==> src/verilog/tocs_regs.vh <==
// register map, field positions and codes for the timer output and clock select block
// assumes a word-addressed bus slave: the index below is the word address

`ifndef TOCS_REGS_VH
`define TOCS_REGS_VH

// register indices, byte address is four times the index
`define TOCS_IDX_PRESCALE   16'hff61
`define TOCS_IDX_OUTCTL     16'hff63
`define TOCS_IDX_STATUS     16'hff64

// reset values
`define TOCS_RST_PRESCALE   8'h00
`define TOCS_RST_OUTCTL     8'h00

// count_clock_and_edge_select fields
`define TOCS_CLKSEL         1:0
`define TOCS_ES0_LSB        4
`define TOCS_ES_STRIDE      2
`define TOCS_PRESCALE_MASK  8'hf3

// timer_output_control bits
`define TOCS_OE_BIT         0
`define TOCS_INV1_BIT       1
`define TOCS_RSTFF_BIT      2
`define TOCS_SETFF_BIT      3
`define TOCS_INV2_BIT       4
`define TOCS_OSMODE_BIT     5
`define TOCS_OSTRIG_BIT     6
`define TOCS_OUTCTL_MASK    8'h33

// count clock select codes
`define TOCS_CS_FULL        2'b00
`define TOCS_CS_DIV4        2'b01
`define TOCS_CS_DIV256      2'b10
`define TOCS_CS_PIN         2'b11
`define TOCS_DIV4_MASK      8'h03
`define TOCS_DIV256_MASK    8'hff

// counter operating modes, bits [2:1] of the mode input
`define TOCS_MODE_STOP      2'b00
`define TOCS_MODE_FREE      2'b01
`define TOCS_MODE_PINCLR    2'b10
`define TOCS_MODE_MATCHCLR  2'b11

`endif

==> src/verilog/tocs_top.v <==
// timer output flip-flop, one-shot control, count clock prescaler and input edge filters
// assumes the counter datapath sits on SYS_CLK and supplies mode, match and overflow
// pins arrive asynchronously; registers are reached over an Avalon-MM slave
//
// Register access over Avalon-MM is this design's own decision.

`include "tocs_regs.vh"
`timescale 1ns/1ns
`default_nettype none

module tocs_top (
  input  wire        SYS_CLK,
  input  wire        RST,
  input  wire [15:0] AVS_ADDRESS,
  input  wire        AVS_READ,
  input  wire        AVS_WRITE,
  input  wire [31:0] AVS_WRITEDATA,
  input  wire [3:0]  AVS_BYTEENABLE,
  output reg  [31:0] AVS_READDATA,
  output reg         AVS_WAITREQUEST,
  input  wire [2:0]  COUNTER_MODE,
  input  wire        FIRST_MATCH,
  input  wire        SECOND_MATCH,
  input  wire        COUNTER_OVERFLOW,
  input  wire        FIRST_TIMER_INPUT,
  input  wire        SECOND_TIMER_INPUT,
  output reg         TIMER_OUTPUT_PIN,
  output reg         COUNT_TICK,
  output reg         FIRST_PIN_EDGE,
  output reg         SECOND_PIN_EDGE,
  output reg         ONESHOT_START
);

  reg  [7:0]  prescale_r;
  reg  [7:0]  outctl_r;
  reg  [7:0]  div_r;
  reg         out_ff_r;
  reg         armed_r;
  reg  [31:0] rd_mux;
  reg         tick_nxt;

  wire        req;
  wire        commit;
  wire        wr_lo;
  wire        wr_pre;
  wire        wr_out;
  wire [7:0]  wd;
  wire [1:0]  mode;
  wire        running;
  wire [1:0]  clksel;
  wire [1:0]  pins;
  wire [1:0]  samp_en;
  wire [1:0]  edge_w;
  wire [1:0]  filt_w;
  wire        os_mode;
  wire        os_ok;
  wire        sw_set;
  wire        sw_clr;
  wire        sw_trig;
  wire        start;
  wire        inv_ev;
  wire        inv_gate;

  // bus decode; a write lands only at the edge that sees waitrequest low
  assign req    = AVS_READ | AVS_WRITE;
  assign commit = req & ~AVS_WAITREQUEST;
  assign wr_lo  = commit & AVS_WRITE & AVS_BYTEENABLE[0];
  assign wr_pre = wr_lo & (AVS_ADDRESS == `TOCS_IDX_PRESCALE);
  assign wr_out = wr_lo & (AVS_ADDRESS == `TOCS_IDX_OUTCTL);
  assign wd     = AVS_WRITEDATA[7:0];

  // counter state as seen from the mode input
  assign mode    = COUNTER_MODE[2:1];
  assign running = (mode != `TOCS_MODE_STOP);
  assign clksel  = prescale_r[`TOCS_CLKSEL];

  // read mux; only the low byte carries data, the rest reads zero
  always @* begin
    case (AVS_ADDRESS)
      `TOCS_IDX_PRESCALE: begin
        rd_mux = {24'h000000, prescale_r & `TOCS_PRESCALE_MASK};
      end
      `TOCS_IDX_OUTCTL: begin
        // trigger, set and reset are never stored, so they read zero
        rd_mux = {24'h000000, outctl_r & `TOCS_OUTCTL_MASK};
      end
      `TOCS_IDX_STATUS: begin
        rd_mux = {27'h0000000, armed_r, filt_w, running, out_ff_r};
      end
      default: begin
        rd_mux = 32'h00000000;
      end
    endcase
  end

  // one wait state per access: the first edge latches read data and
  // drops waitrequest, the next edge completes the transfer
  always @(posedge SYS_CLK or posedge RST) begin
    if (RST) begin
      AVS_WAITREQUEST <= 1'b1;
      AVS_READDATA    <= 32'h00000000;
    end else if (req && AVS_WAITREQUEST) begin
      AVS_WAITREQUEST <= 1'b0;
      AVS_READDATA    <= rd_mux;
    end else begin
      AVS_WAITREQUEST <= 1'b1;
    end
  end

  // control registers; software is trusted to write them only when stopped
  always @(posedge SYS_CLK or posedge RST) begin
    if (RST) begin
      prescale_r <= `TOCS_RST_PRESCALE;
      outctl_r   <= `TOCS_RST_OUTCTL;
    end else begin
      if (wr_pre) begin
        prescale_r <= wd & `TOCS_PRESCALE_MASK;
      end
      if (wr_out) begin
        outctl_r <= wd & `TOCS_OUTCTL_MASK;
      end
    end
  end

  // free prescaler; held at zero while stopped so the first period is whole
  always @(posedge SYS_CLK or posedge RST) begin
    if (RST) begin
      div_r <= 8'h00;
    end else if (running) begin
      div_r <= div_r + 8'h01;
    end else begin
      div_r <= 8'h00;
    end
  end

  // count clock select
  always @* begin
    case (clksel)
      `TOCS_CS_FULL: begin
        tick_nxt = running;
      end
      `TOCS_CS_DIV4: begin
        tick_nxt = running & ((div_r & `TOCS_DIV4_MASK) == `TOCS_DIV4_MASK);
      end
      `TOCS_CS_DIV256: begin
        tick_nxt = running & (div_r == `TOCS_DIV256_MASK);
      end
      `TOCS_CS_PIN: begin
        tick_nxt = edge_w[0];
      end
      default: begin
        tick_nxt = 1'b0;
      end
    endcase
  end

  // first pin samples every clock when it is the count clock,
  // otherwise both pins sample on the selected count clock
  assign pins    = {SECOND_TIMER_INPUT, FIRST_TIMER_INPUT};
  assign samp_en = {COUNT_TICK, (clksel == `TOCS_CS_PIN) | COUNT_TICK};

  genvar g;
  generate
    for (g = 0; g < 2; g = g + 1) begin : pin_g
      reg        sync1_r;
      reg        sync2_r;
      reg        samp_r;
      reg        filt_r;
      wire [1:0] es;
      wire       agree;
      wire       rise;
      wire       fall;

      assign es    = prescale_r[`TOCS_ES0_LSB + `TOCS_ES_STRIDE * g +: 2];
      assign agree = running & samp_en[g] & (samp_r == sync2_r);
      assign rise  = agree & sync2_r & ~filt_r;
      assign fall  = agree & ~sync2_r & filt_r;

      // code 10 is forbidden to software; here it behaves as falling edge, like 00
      assign edge_w[g] = (rise & es[0]) | (fall & (es[1] | ~es[0]));
      assign filt_w[g] = filt_r;

      // two-flop synchroniser; only the second stage feeds logic
      always @(posedge SYS_CLK or posedge RST) begin
        if (RST) begin
          sync1_r <= 1'b0;
          sync2_r <= 1'b0;
        end else begin
          sync1_r <= pins[g];
          sync2_r <= sync1_r;
        end
      end

      // noise filter: level accepted after two equal samples; frozen
      // while stopped, so a change across stop/start shows as an edge
      always @(posedge SYS_CLK or posedge RST) begin
        if (RST) begin
          samp_r <= 1'b0;
          filt_r <= 1'b0;
        end else if (running && samp_en[g]) begin
          samp_r <= sync2_r;
          if (samp_r == sync2_r) begin
            filt_r <= sync2_r;
          end
        end
      end
    end
  endgenerate

  // one-shot qualification
  assign os_mode = outctl_r[`TOCS_OSMODE_BIT];
  assign os_ok   = (mode == `TOCS_MODE_FREE) | (mode == `TOCS_MODE_PINCLR);
  assign sw_trig = wr_out & wd[`TOCS_OSTRIG_BIT] & wd[`TOCS_OSMODE_BIT] & os_ok;
  assign start   = sw_trig | (os_mode & (mode == `TOCS_MODE_PINCLR) & edge_w[0]);

  // software level control; the forbidden 11 code changes nothing
  assign sw_set = wr_out & wd[`TOCS_SETFF_BIT] & ~wd[`TOCS_RSTFF_BIT];
  assign sw_clr = wr_out & wd[`TOCS_RSTFF_BIT] & ~wd[`TOCS_SETFF_BIT];

  // inversion sources, merged so that coincident events toggle once
  assign inv_ev = (outctl_r[`TOCS_INV1_BIT] & FIRST_MATCH)
                | (outctl_r[`TOCS_INV2_BIT] & SECOND_MATCH)
                | (COUNTER_MODE[0] & edge_w[0]);

  // continuous mode inverts freely; one-shot only between start and overflow
  assign inv_gate = running & (~os_mode | armed_r);

  // one-shot window; a start in the overflow cycle keeps it open
  always @(posedge SYS_CLK or posedge RST) begin
    if (RST) begin
      armed_r <= 1'b0;
    end else if (!os_mode || !os_ok) begin
      armed_r <= 1'b0;
    end else if (start) begin
      armed_r <= 1'b1;
    end else if (COUNTER_OVERFLOW) begin
      armed_r <= 1'b0;
    end
  end

  // output flip-flop; a software level write outranks a match
  always @(posedge SYS_CLK or posedge RST) begin
    if (RST) begin
      out_ff_r <= 1'b0;
    end else if (sw_set) begin
      out_ff_r <= 1'b1;
    end else if (sw_clr) begin
      out_ff_r <= 1'b0;
    end else if (inv_ev && inv_gate) begin
      out_ff_r <= ~out_ff_r;
    end
  end

  // pin and event outputs, all registered; the pin lags the ff by one cycle
  always @(posedge SYS_CLK or posedge RST) begin
    if (RST) begin
      TIMER_OUTPUT_PIN <= 1'b0;
      COUNT_TICK       <= 1'b0;
      FIRST_PIN_EDGE   <= 1'b0;
      SECOND_PIN_EDGE  <= 1'b0;
      ONESHOT_START    <= 1'b0;
    end else begin
      TIMER_OUTPUT_PIN <= outctl_r[`TOCS_OE_BIT] & out_ff_r;
      COUNT_TICK       <= tick_nxt;
      FIRST_PIN_EDGE   <= edge_w[0];
      SECOND_PIN_EDGE  <= edge_w[1];
      ONESHOT_START    <= sw_trig;
    end
  end

endmodule

`default_nettype wire

==> config.mk <==
export PLATFORM = sky130hd
export DESIGN_NAME = tocs_top
export DESIGN_NICKNAME = d
export VERILOG_FILES = /design/src/verilog/tocs_top.v
export VERILOG_INCLUDE_DIRS = /design/src /design/src/verilog
export SDC_FILE = /design/constraint.sdc
export NUM_CORES = 1
export LEC_CHECK = 0
export BUFFER_PORTS_ARGS = -buffer_cell sky130_fd_sc_hd__buf_2
export CAP_MARGIN = 20
export CORE_MARGIN = 8
export CORE_UTILIZATION = 47
export DETAILED_ROUTE_END_ITERATION = 7
export GPL_TIMING_DRIVEN = 0
export MAX_ROUTING_LAYER = met4
export PLACE_DENSITY = 0.8
export SYNTH_ARGS = -nofsm -noshare
export SYNTH_HDL_FRONTEND = slang
export SYNTH_SLANG_ARGS = --single-unit
==> constraint.sdc <==
create_clock -name SYS_CLK -period 2.93 [get_ports SYS_CLK]
set_input_delay 0.586 -clock SYS_CLK [delete_from_list [all_inputs] [get_ports SYS_CLK]]
set_output_delay 0.586 -clock SYS_CLK [all_outputs]
set_load 0.02 [all_outputs]
==> results of run 1 <==
-- placed cells by master, fill, tap and decap left out, drive strengths merged, types with 2 or more instances in the layout --
cell and count:
and4 3, ha 6, a211oi 2, mux2i 4
buf 74, nor2 18, nand2b 5, nand4 3
conb 24, inv 12, nor2b 3, o21ai 8
xor2 3, nand4b 2, o31ai 3, clkbuf 10
o32a 2, xnor2 4, mux2 12, dfrtp 41
nand3 11, a21oi 6, nand2 19
-- stage by stage --
stage          cell area (um^2)  cells
2_1_floorplan              2370    237
3_3_place_gp               2680    340
4_1_cts                    2770    348
5_1_grt                    2770    348
3_5_place_dp               2680    340
6_report                   2770    348
-- final cells by class --
cell class              instances  area, um^2  share of cell area (%)
inverters                      12        45.0                    1.62
clock buffers                   7        86.3                    3.11
repair buffers                 49         245                    8.84
plain buffers                  28         203                    7.31
well taps                      54        67.6                    2.44
multi-input cells             155        1070                    38.6
flip-flops and latches         42        1050                    37.9
clock inverters                 1        5.00                   0.180
-- cells by family after synthesis --
kind of cell / synth area share (%)
buffers and inverters: 10.8
adders and majority gates: 3.29
AOI/OAI and AO/OA: 10.0
muxes: 8.82
DFF: 46.1
xor gates and xnor gates: 2.68
and+or+nand+nor: 18.1
other: 0.164
-- routing by layer --
metal / part of all wire (%) / global-route usage [%] / vias up
li1: - / - / 845
met1: 44 / 15.8 / 807
met2: 46 / 21.7 / 67
met3: 8.1 / 3.63 / 7
met4: 2.0 / 7.64 / 0
met5: 0 / - / -
-- final timing paths --
check / start / endpoint / slack (ns) / cells after the start
hold / removal: pin_g[0].sync1_r / pin_g[0].sync2_r / 0.34 / 0
min in group asynchronous: RST / AVS_READDATA[0] / 0.47 / 2
setup reg to reg: prescale_r[0] / out_ff_r / 1.13 / 6
hold reg to reg: pin_g[0].sync1_r / pin_g[0].sync2_r / 0.34 / 0
setup / recovery: COUNTER_MODE[2] / out_ff_r / 0.99 / 8
max in group asynchronous: RST / div_r[3] / 1.93 / 2
-- report_power, final --
group / internal (mW) / switching (mW)
Clock: 0.190 / 0.188
Sequential: 0.618 / 0.0365
Combinational: 0.0925 / 0.116
Total: 0.901 / 0.340
-- state kept, by name (all words and copies together), names as in the netlist --
signal            flops
AVS_READDATA          8
AVS_WAITREQUEST       1
COUNT_TICK            1
FIRST_PIN_EDGE        1
ONESHOT_START         1
SECOND_PIN_EDGE       1
TIMER_OUTPUT_PIN      1
armed_r               1
div_r                 8
out_ff_r              1
outctl_r              4
pin_g.filt_r          2
pin_g.samp_r          2
pin_g.sync1_r         2
pin_g.sync2_r         2
prescale_r            6
==> results.json, run 1 <==
{
  "crit_type": "in -> reg",
  "die-area_um2": 7340,
  "overflow": 0,
  "syn_avg_cell_area_um2": 10.7,
  "drtIter0Drc": 78,
  "synth-edff-count": 0,
  "setup_slack_ns": 0.991,
  "synth_top_area_share_pct": 44.9,
  "fill_cells": 410,
  "die_h_um": 85.7,
  "grt_pass1_vias": 1702,
  "fin_tns_setup_ns": 0,
  "maxSlewViolCount": 0,
  "antenna_found_initial": 0,
  "start_util_pct": 48.7,
  "hold_violations": 0,
  "ctsResizeCount": 0,
  "period_minus_slack_ns": 1.94,
  "cts_setup_buffers": 0,
  "die_width_um": 85.7,
  "vias": 1726,
  "wirelength_mm": 4.84,
  "preCtsSetupSlack_ns": 0.683,
  "first_pass_iters": 4,
  "fin_nets": 363,
  "synthTopCellsByArea": "dfrtp_1 (45%), buf_4 (7.9%), mux2_4 (4.6%)",
  "root_buffer": "clkbuf_8",
  "synthToLayoutAreaGrowth_pct": 21.5,
  "diodes": 0,
  "grt.total_usage_pct": 13.8,
  "yosysUniqueCellTypes": 47,
  "clock_sinks": 42,
  "synth_area_um2": 2280,
  "yosys_warnings": 0,
  "numPortBuffers": 49,
  "crit_buf_inv": 2,
  "drtAntennaViolNets": 0,
  "synthTopCellsByCount": "dfrtp_1 (41), buf_4 (24), nand2_1 (19)",
  "yosys.area.top_type": "dfrtp_1",
  "synth.most_common_cell": "dfrtp_1",
  "clk_latency_ns": 0.29,
  "avgRoutedWirePerCell_um": 13.9,
  "required_ns": 3.14,
  "post_route_cells_drive_above_1_share_pct": 35.0,
  "cts_tree": "yes",
  "cpLargestDelayFamily": "compound AO/OA/AOI/OAI gates",
  "power.density_nw_per_um2": 447,
  "cpPeakStageDelay_ns": 0.33,
  "syn_inst": 214,
  "ios": 102,
  "end_kind": "flop",
  "fmax_mhz": 516,
  "worst_ep_arrival_time_ns": 2.15,
  "grt_setup_unrepaired": "no",
  "clkTransAtPathRegs_ns": 0.07,
  "viasPerCell": 4.96,
  "skew_ns": 0.00713,
  "crit_slowest_cell": "mux2_4",
  "status": "finished, final reports clean",
  "vdd.ir_drop.worst_v": 0.000253,
  "htree_num_levels": 2,
  "cts_buffers": 5,
  "synthFlopType": "dfrtp_1",
  "setup_viol": 0,
  "fin_hold_ws_ns": 0.344,
  "postCtsHoldBufs": 0,
  "async_flop_share_pct": 100,
  "core_area_um2": 4690,
  "start_kind": "input port",
  "power.leakage_nw": 1.45,
  "maxSlewHeadroom_pct": 43.1,
  "fin_util_pct": 59.1,
  "yosysSeqAreaShare_pct": 46.1,
  "fp-row-count": 25,
  "hold_class": "reg -> reg",
  "drv_cap": 0,
  "dp_hpwl_mm": 3.86,
  "worstMarginPinSlew_ns": 0.852,
  "route.detailed.drc": 0,
  "crit_fanout": 5,
  "clk_path_buf_depth": 2,
  "ys_ff_latch": 42,
  "grt_max_degree": 43,
  "finalCritPeriodShare_pct": 66.2,
  "fin_total_pwr_mw": 1.24,
  "crit_path_cell_trace": "buf_2 -> inv_1 -> ha_1 -> o21ba_2 -> a21oi_1 -> a2111oi_4 -> mux2_4 -> a22oi_1",
  "grt_first_pass_wirelength_mm": 7.87,
  "gp_congestion": 0.821
}
No activity file was read; power rests on OpenSTA's default activity.
==> inputs of run 2 (changes only) <==
Settings changed: CORE_UTILIZATION 47 to 43, PLACE_DENSITY 0.8 to 0.77.
Clock period 2.93 ns to 1.6 ns, I/O delays scaled along.
==> run 2 against run 1 <==
  * The run now ends with negative setup slack left
  * First-iteration DRC count rose by 100%
  * Final cell count is 6.0% higher
  * Global-route usage fell by 0.13 points
  * Worst hold slack lost 0.22 ns
  * Critical path depth fell by 2
  * Power up 84%
  * Clock-buffer cell count decreased by 1
  * Largest power group unchanged
  * Combinational power up 100%
  * Sequential share of layout area shrank 1.6 points
  * Non-clock buffer count increased by 5
  * Via count up 0.46%
  * Clock skew grew 0.0010 ns
==> results.json, run 2 (synthesized netlist as in run 1, its figures left out) <==
{
  "clock_sinks": 42,
  "overflow": 0,
  "synthToLayoutAreaGrowth_pct": 26.7,
  "fin_area_um2": 2890,
  "status": "complete, but fails checks",
  "power.leakage_nw": 1.48,
  "crit_buf_inv": 0,
  "cpPeakStageDelay_ns": 0.42,
  "clkTransAtPathRegs_ns": 0.08,
  "grt_pass1_vias": 1722,
  "power.clock.fraction_pct": 29.1,
  "crit_path_cell_trace": "ha_4 -> o21ba_4 -> a21oi_4 -> a2111oi_4 -> mux2_4 -> a22oi_2",
  "hold_violations": 0,
  "fmax_mhz": 587,
  "setup_slack_ns": -0.105,
  "cts_tree": "yes",
  "period_minus_slack_ns": 1.70,
  "dp_cells": 356,
  "viasPerCell": 4.70,
  "maxSlewViolCount": 0,
  "postCtsHoldBufs": 0,
  "end_kind": "flop",
  "core_area_um2": 5110,
  "worstMarginPinSlew_ns": 0.861,
  "post_route_cells_drive_above_1_share_pct": 38.1,
  "p_sw_mw": 0.653,
  "die_width_um": 88.9,
  "cts_buffers": 5,
  "route.detailed.drc": 0,
  "crit_type": "reg -> reg",
  "ios": 102,
  "diodes": 0,
  "reg_top3": "AVS_READDATA: 8 flops, div_r: 8 flops, prescale_r: 6 flops",
  "pwr-share-comb_pct": 18.5,
  "place_area_um2": 2750,
  "violations": "negative setup slack",
  "first_pass_iters": 4,
  "cpLargestDelayFamily": "compound AO/OA/AOI/OAI gates",
  "setup_viol": 1,
  "skew_ns": 0.00817,
  "drtAntennaViolNets": 0,
  "grt_setup_unrepaired": "yes",
  "fp-row-count": 26,
  "final_common_cell": "buf_2",
  "seqPwrFrac_pct": 52.4,
  "fin_total_pwr_mw": 2.29,
  "vias": 1734,
  "avgRoutedWirePerCell_um": 13.7,
  "drtIter0Drc": 158,
  "gp_congestion": 0.783,
  "wirelength_mm": 5.07,
  "grt_max_degree": 43,
  "fin_util_pct": 56.7,
  "clk_path_buf_depth": 2,
  "maxSlewHeadroom_pct": 42.5,
  "final_cell_mix": "buf_2 (49), dfrtp_1 (41), buf_4 (29)",
  "die_h_um": 88.9,
  "dp_hpwl_mm": 3.98,
  "numPortBuffers": 49,
  "grt_first_pass_wirelength_mm": 8.09,
  "die-area_um2": 7900,
  "fin_hold_ws_ns": 0.125,
  "finalNonFillerCells": 369,
  "drv_cap": 0,
  "start_kind": "flop",
  "clk_latency_ns": 0.30,
  "htree_num_levels": 2,
  "root_buffer": "clkbuf_8",
  "hold_class": "in -> reg",
  "worst_ep_arrival_time_ns": 1.93,
  "p_int_mw": 1.63,
  "crit_slowest_cell": "dfrtp_1",
  "start_util_pct": 44.7,
  "required_ns": 1.82,
  "fin_nets": 368,
  "crit_fanout": 3,
  "vdd.ir_drop.worst_v": 0.000377,
  "sw_frac_of_total_pct": 28.6,
  "grt.total_usage_pct": 13.7,
  "finalCritPeriodShare_pct": 107,
  "power.density_nw_per_um2": 790,
  "antenna_found_initial": 0
}
run 2: cell count changes in the layout (fill, tap and decap cells not counted), moves of 2 or more:
| cell | before | now |
|---|---|---|
| ha_4 | 0 | 2 |
| inv_8 | 0 | 2 |
| ha_1 | 6 | 4 |
| buf_4 | 24 | 29 |
| inv_1 | 11 | 9 |
run 2: power by group through the flow:
stage	registers, mW	logic, mW	clock network (mW)
floorplan	1.21	0.286	0
CTS	1.20	0.422	0.684
detailed placement	1.22	0.398	0
finish	1.20	0.422	0.666
global route	1.21	0.471	0.729
global placement	1.22	0.386	0
run 2: worst paths after layout:
kind | from | slack [ns] | cells after the start | to
max | prescale_r[0] | -0.10 | 6 | out_ff_r
min | SECOND_TIMER_INPUT | 0.12 | 1 | pin_g[1].sync1_r
max reg2reg | prescale_r[0] | -0.10 | 6 | out_ff_r
min reg2reg | pin_g[0].sync1_r | 0.35 | 0 | pin_g[0].sync2_r
max in group asynchronous | RST | 0.87 | 2 | prescale_r[6]
min in group asynchronous | RST | 0.20 | 2 | div_r[4]
run 2: routing by layer:
| layer | vias up | wire, um | GRT usage, % |
|---|---|---|---|
| met5 | - | 0 | - |
| met4 | 0 | 73 | 5.53 |
| met3 | 5 | 347 | 2.79 |
| met2 | 56 | 2430 | 21.2 |
| met1 | 815 | 2220 | 17.0 |
| li1 | 858 | - | - |
run 2: area by class of cell:
| class | instances | area [um^2] |
|---|---|---|
| clock inverters | 2 | 13.8 |
| flip-flops and latches | 42 | 1050 |
| fillers | 451 | 2210 |
| repair buffers | 54 | 283 |
| plain buffers | 28 | 203 |
| well taps | 70 | 87.6 |
| inverters | 12 | 60.1 |
| clock buffers | 6 | 72.6 |
| multi-input cells | 155 | 1120 |
run 2: what timing repair did:
action	4_1_cts	5_1_grt
resized for setup	1	2
setup buffers	4	1
endpoints found under the setup margin	1	5
pin swaps	2	1
run 2: worst reg2reg max path: stages, from the launching register on:
cell	delay (ns)
dfrtp_1	0.42
ha_4	0.17
o21ba_4	0.15
a21oi_4	0.06
a2111oi_4	0.35
mux2_4	0.34
a22oi_2	0.14
run 2: per-stage QoR:
step                      setup slack, ns  TNS [ns]
after global routing               -0.173    -0.173
after CTS                         -0.0942   -0.0942
after global placement             -0.347    -10.73
after detailed placement           -0.376     -2.11
final                              -0.105    -0.105
after floorplan                   -0.0977   -0.0977
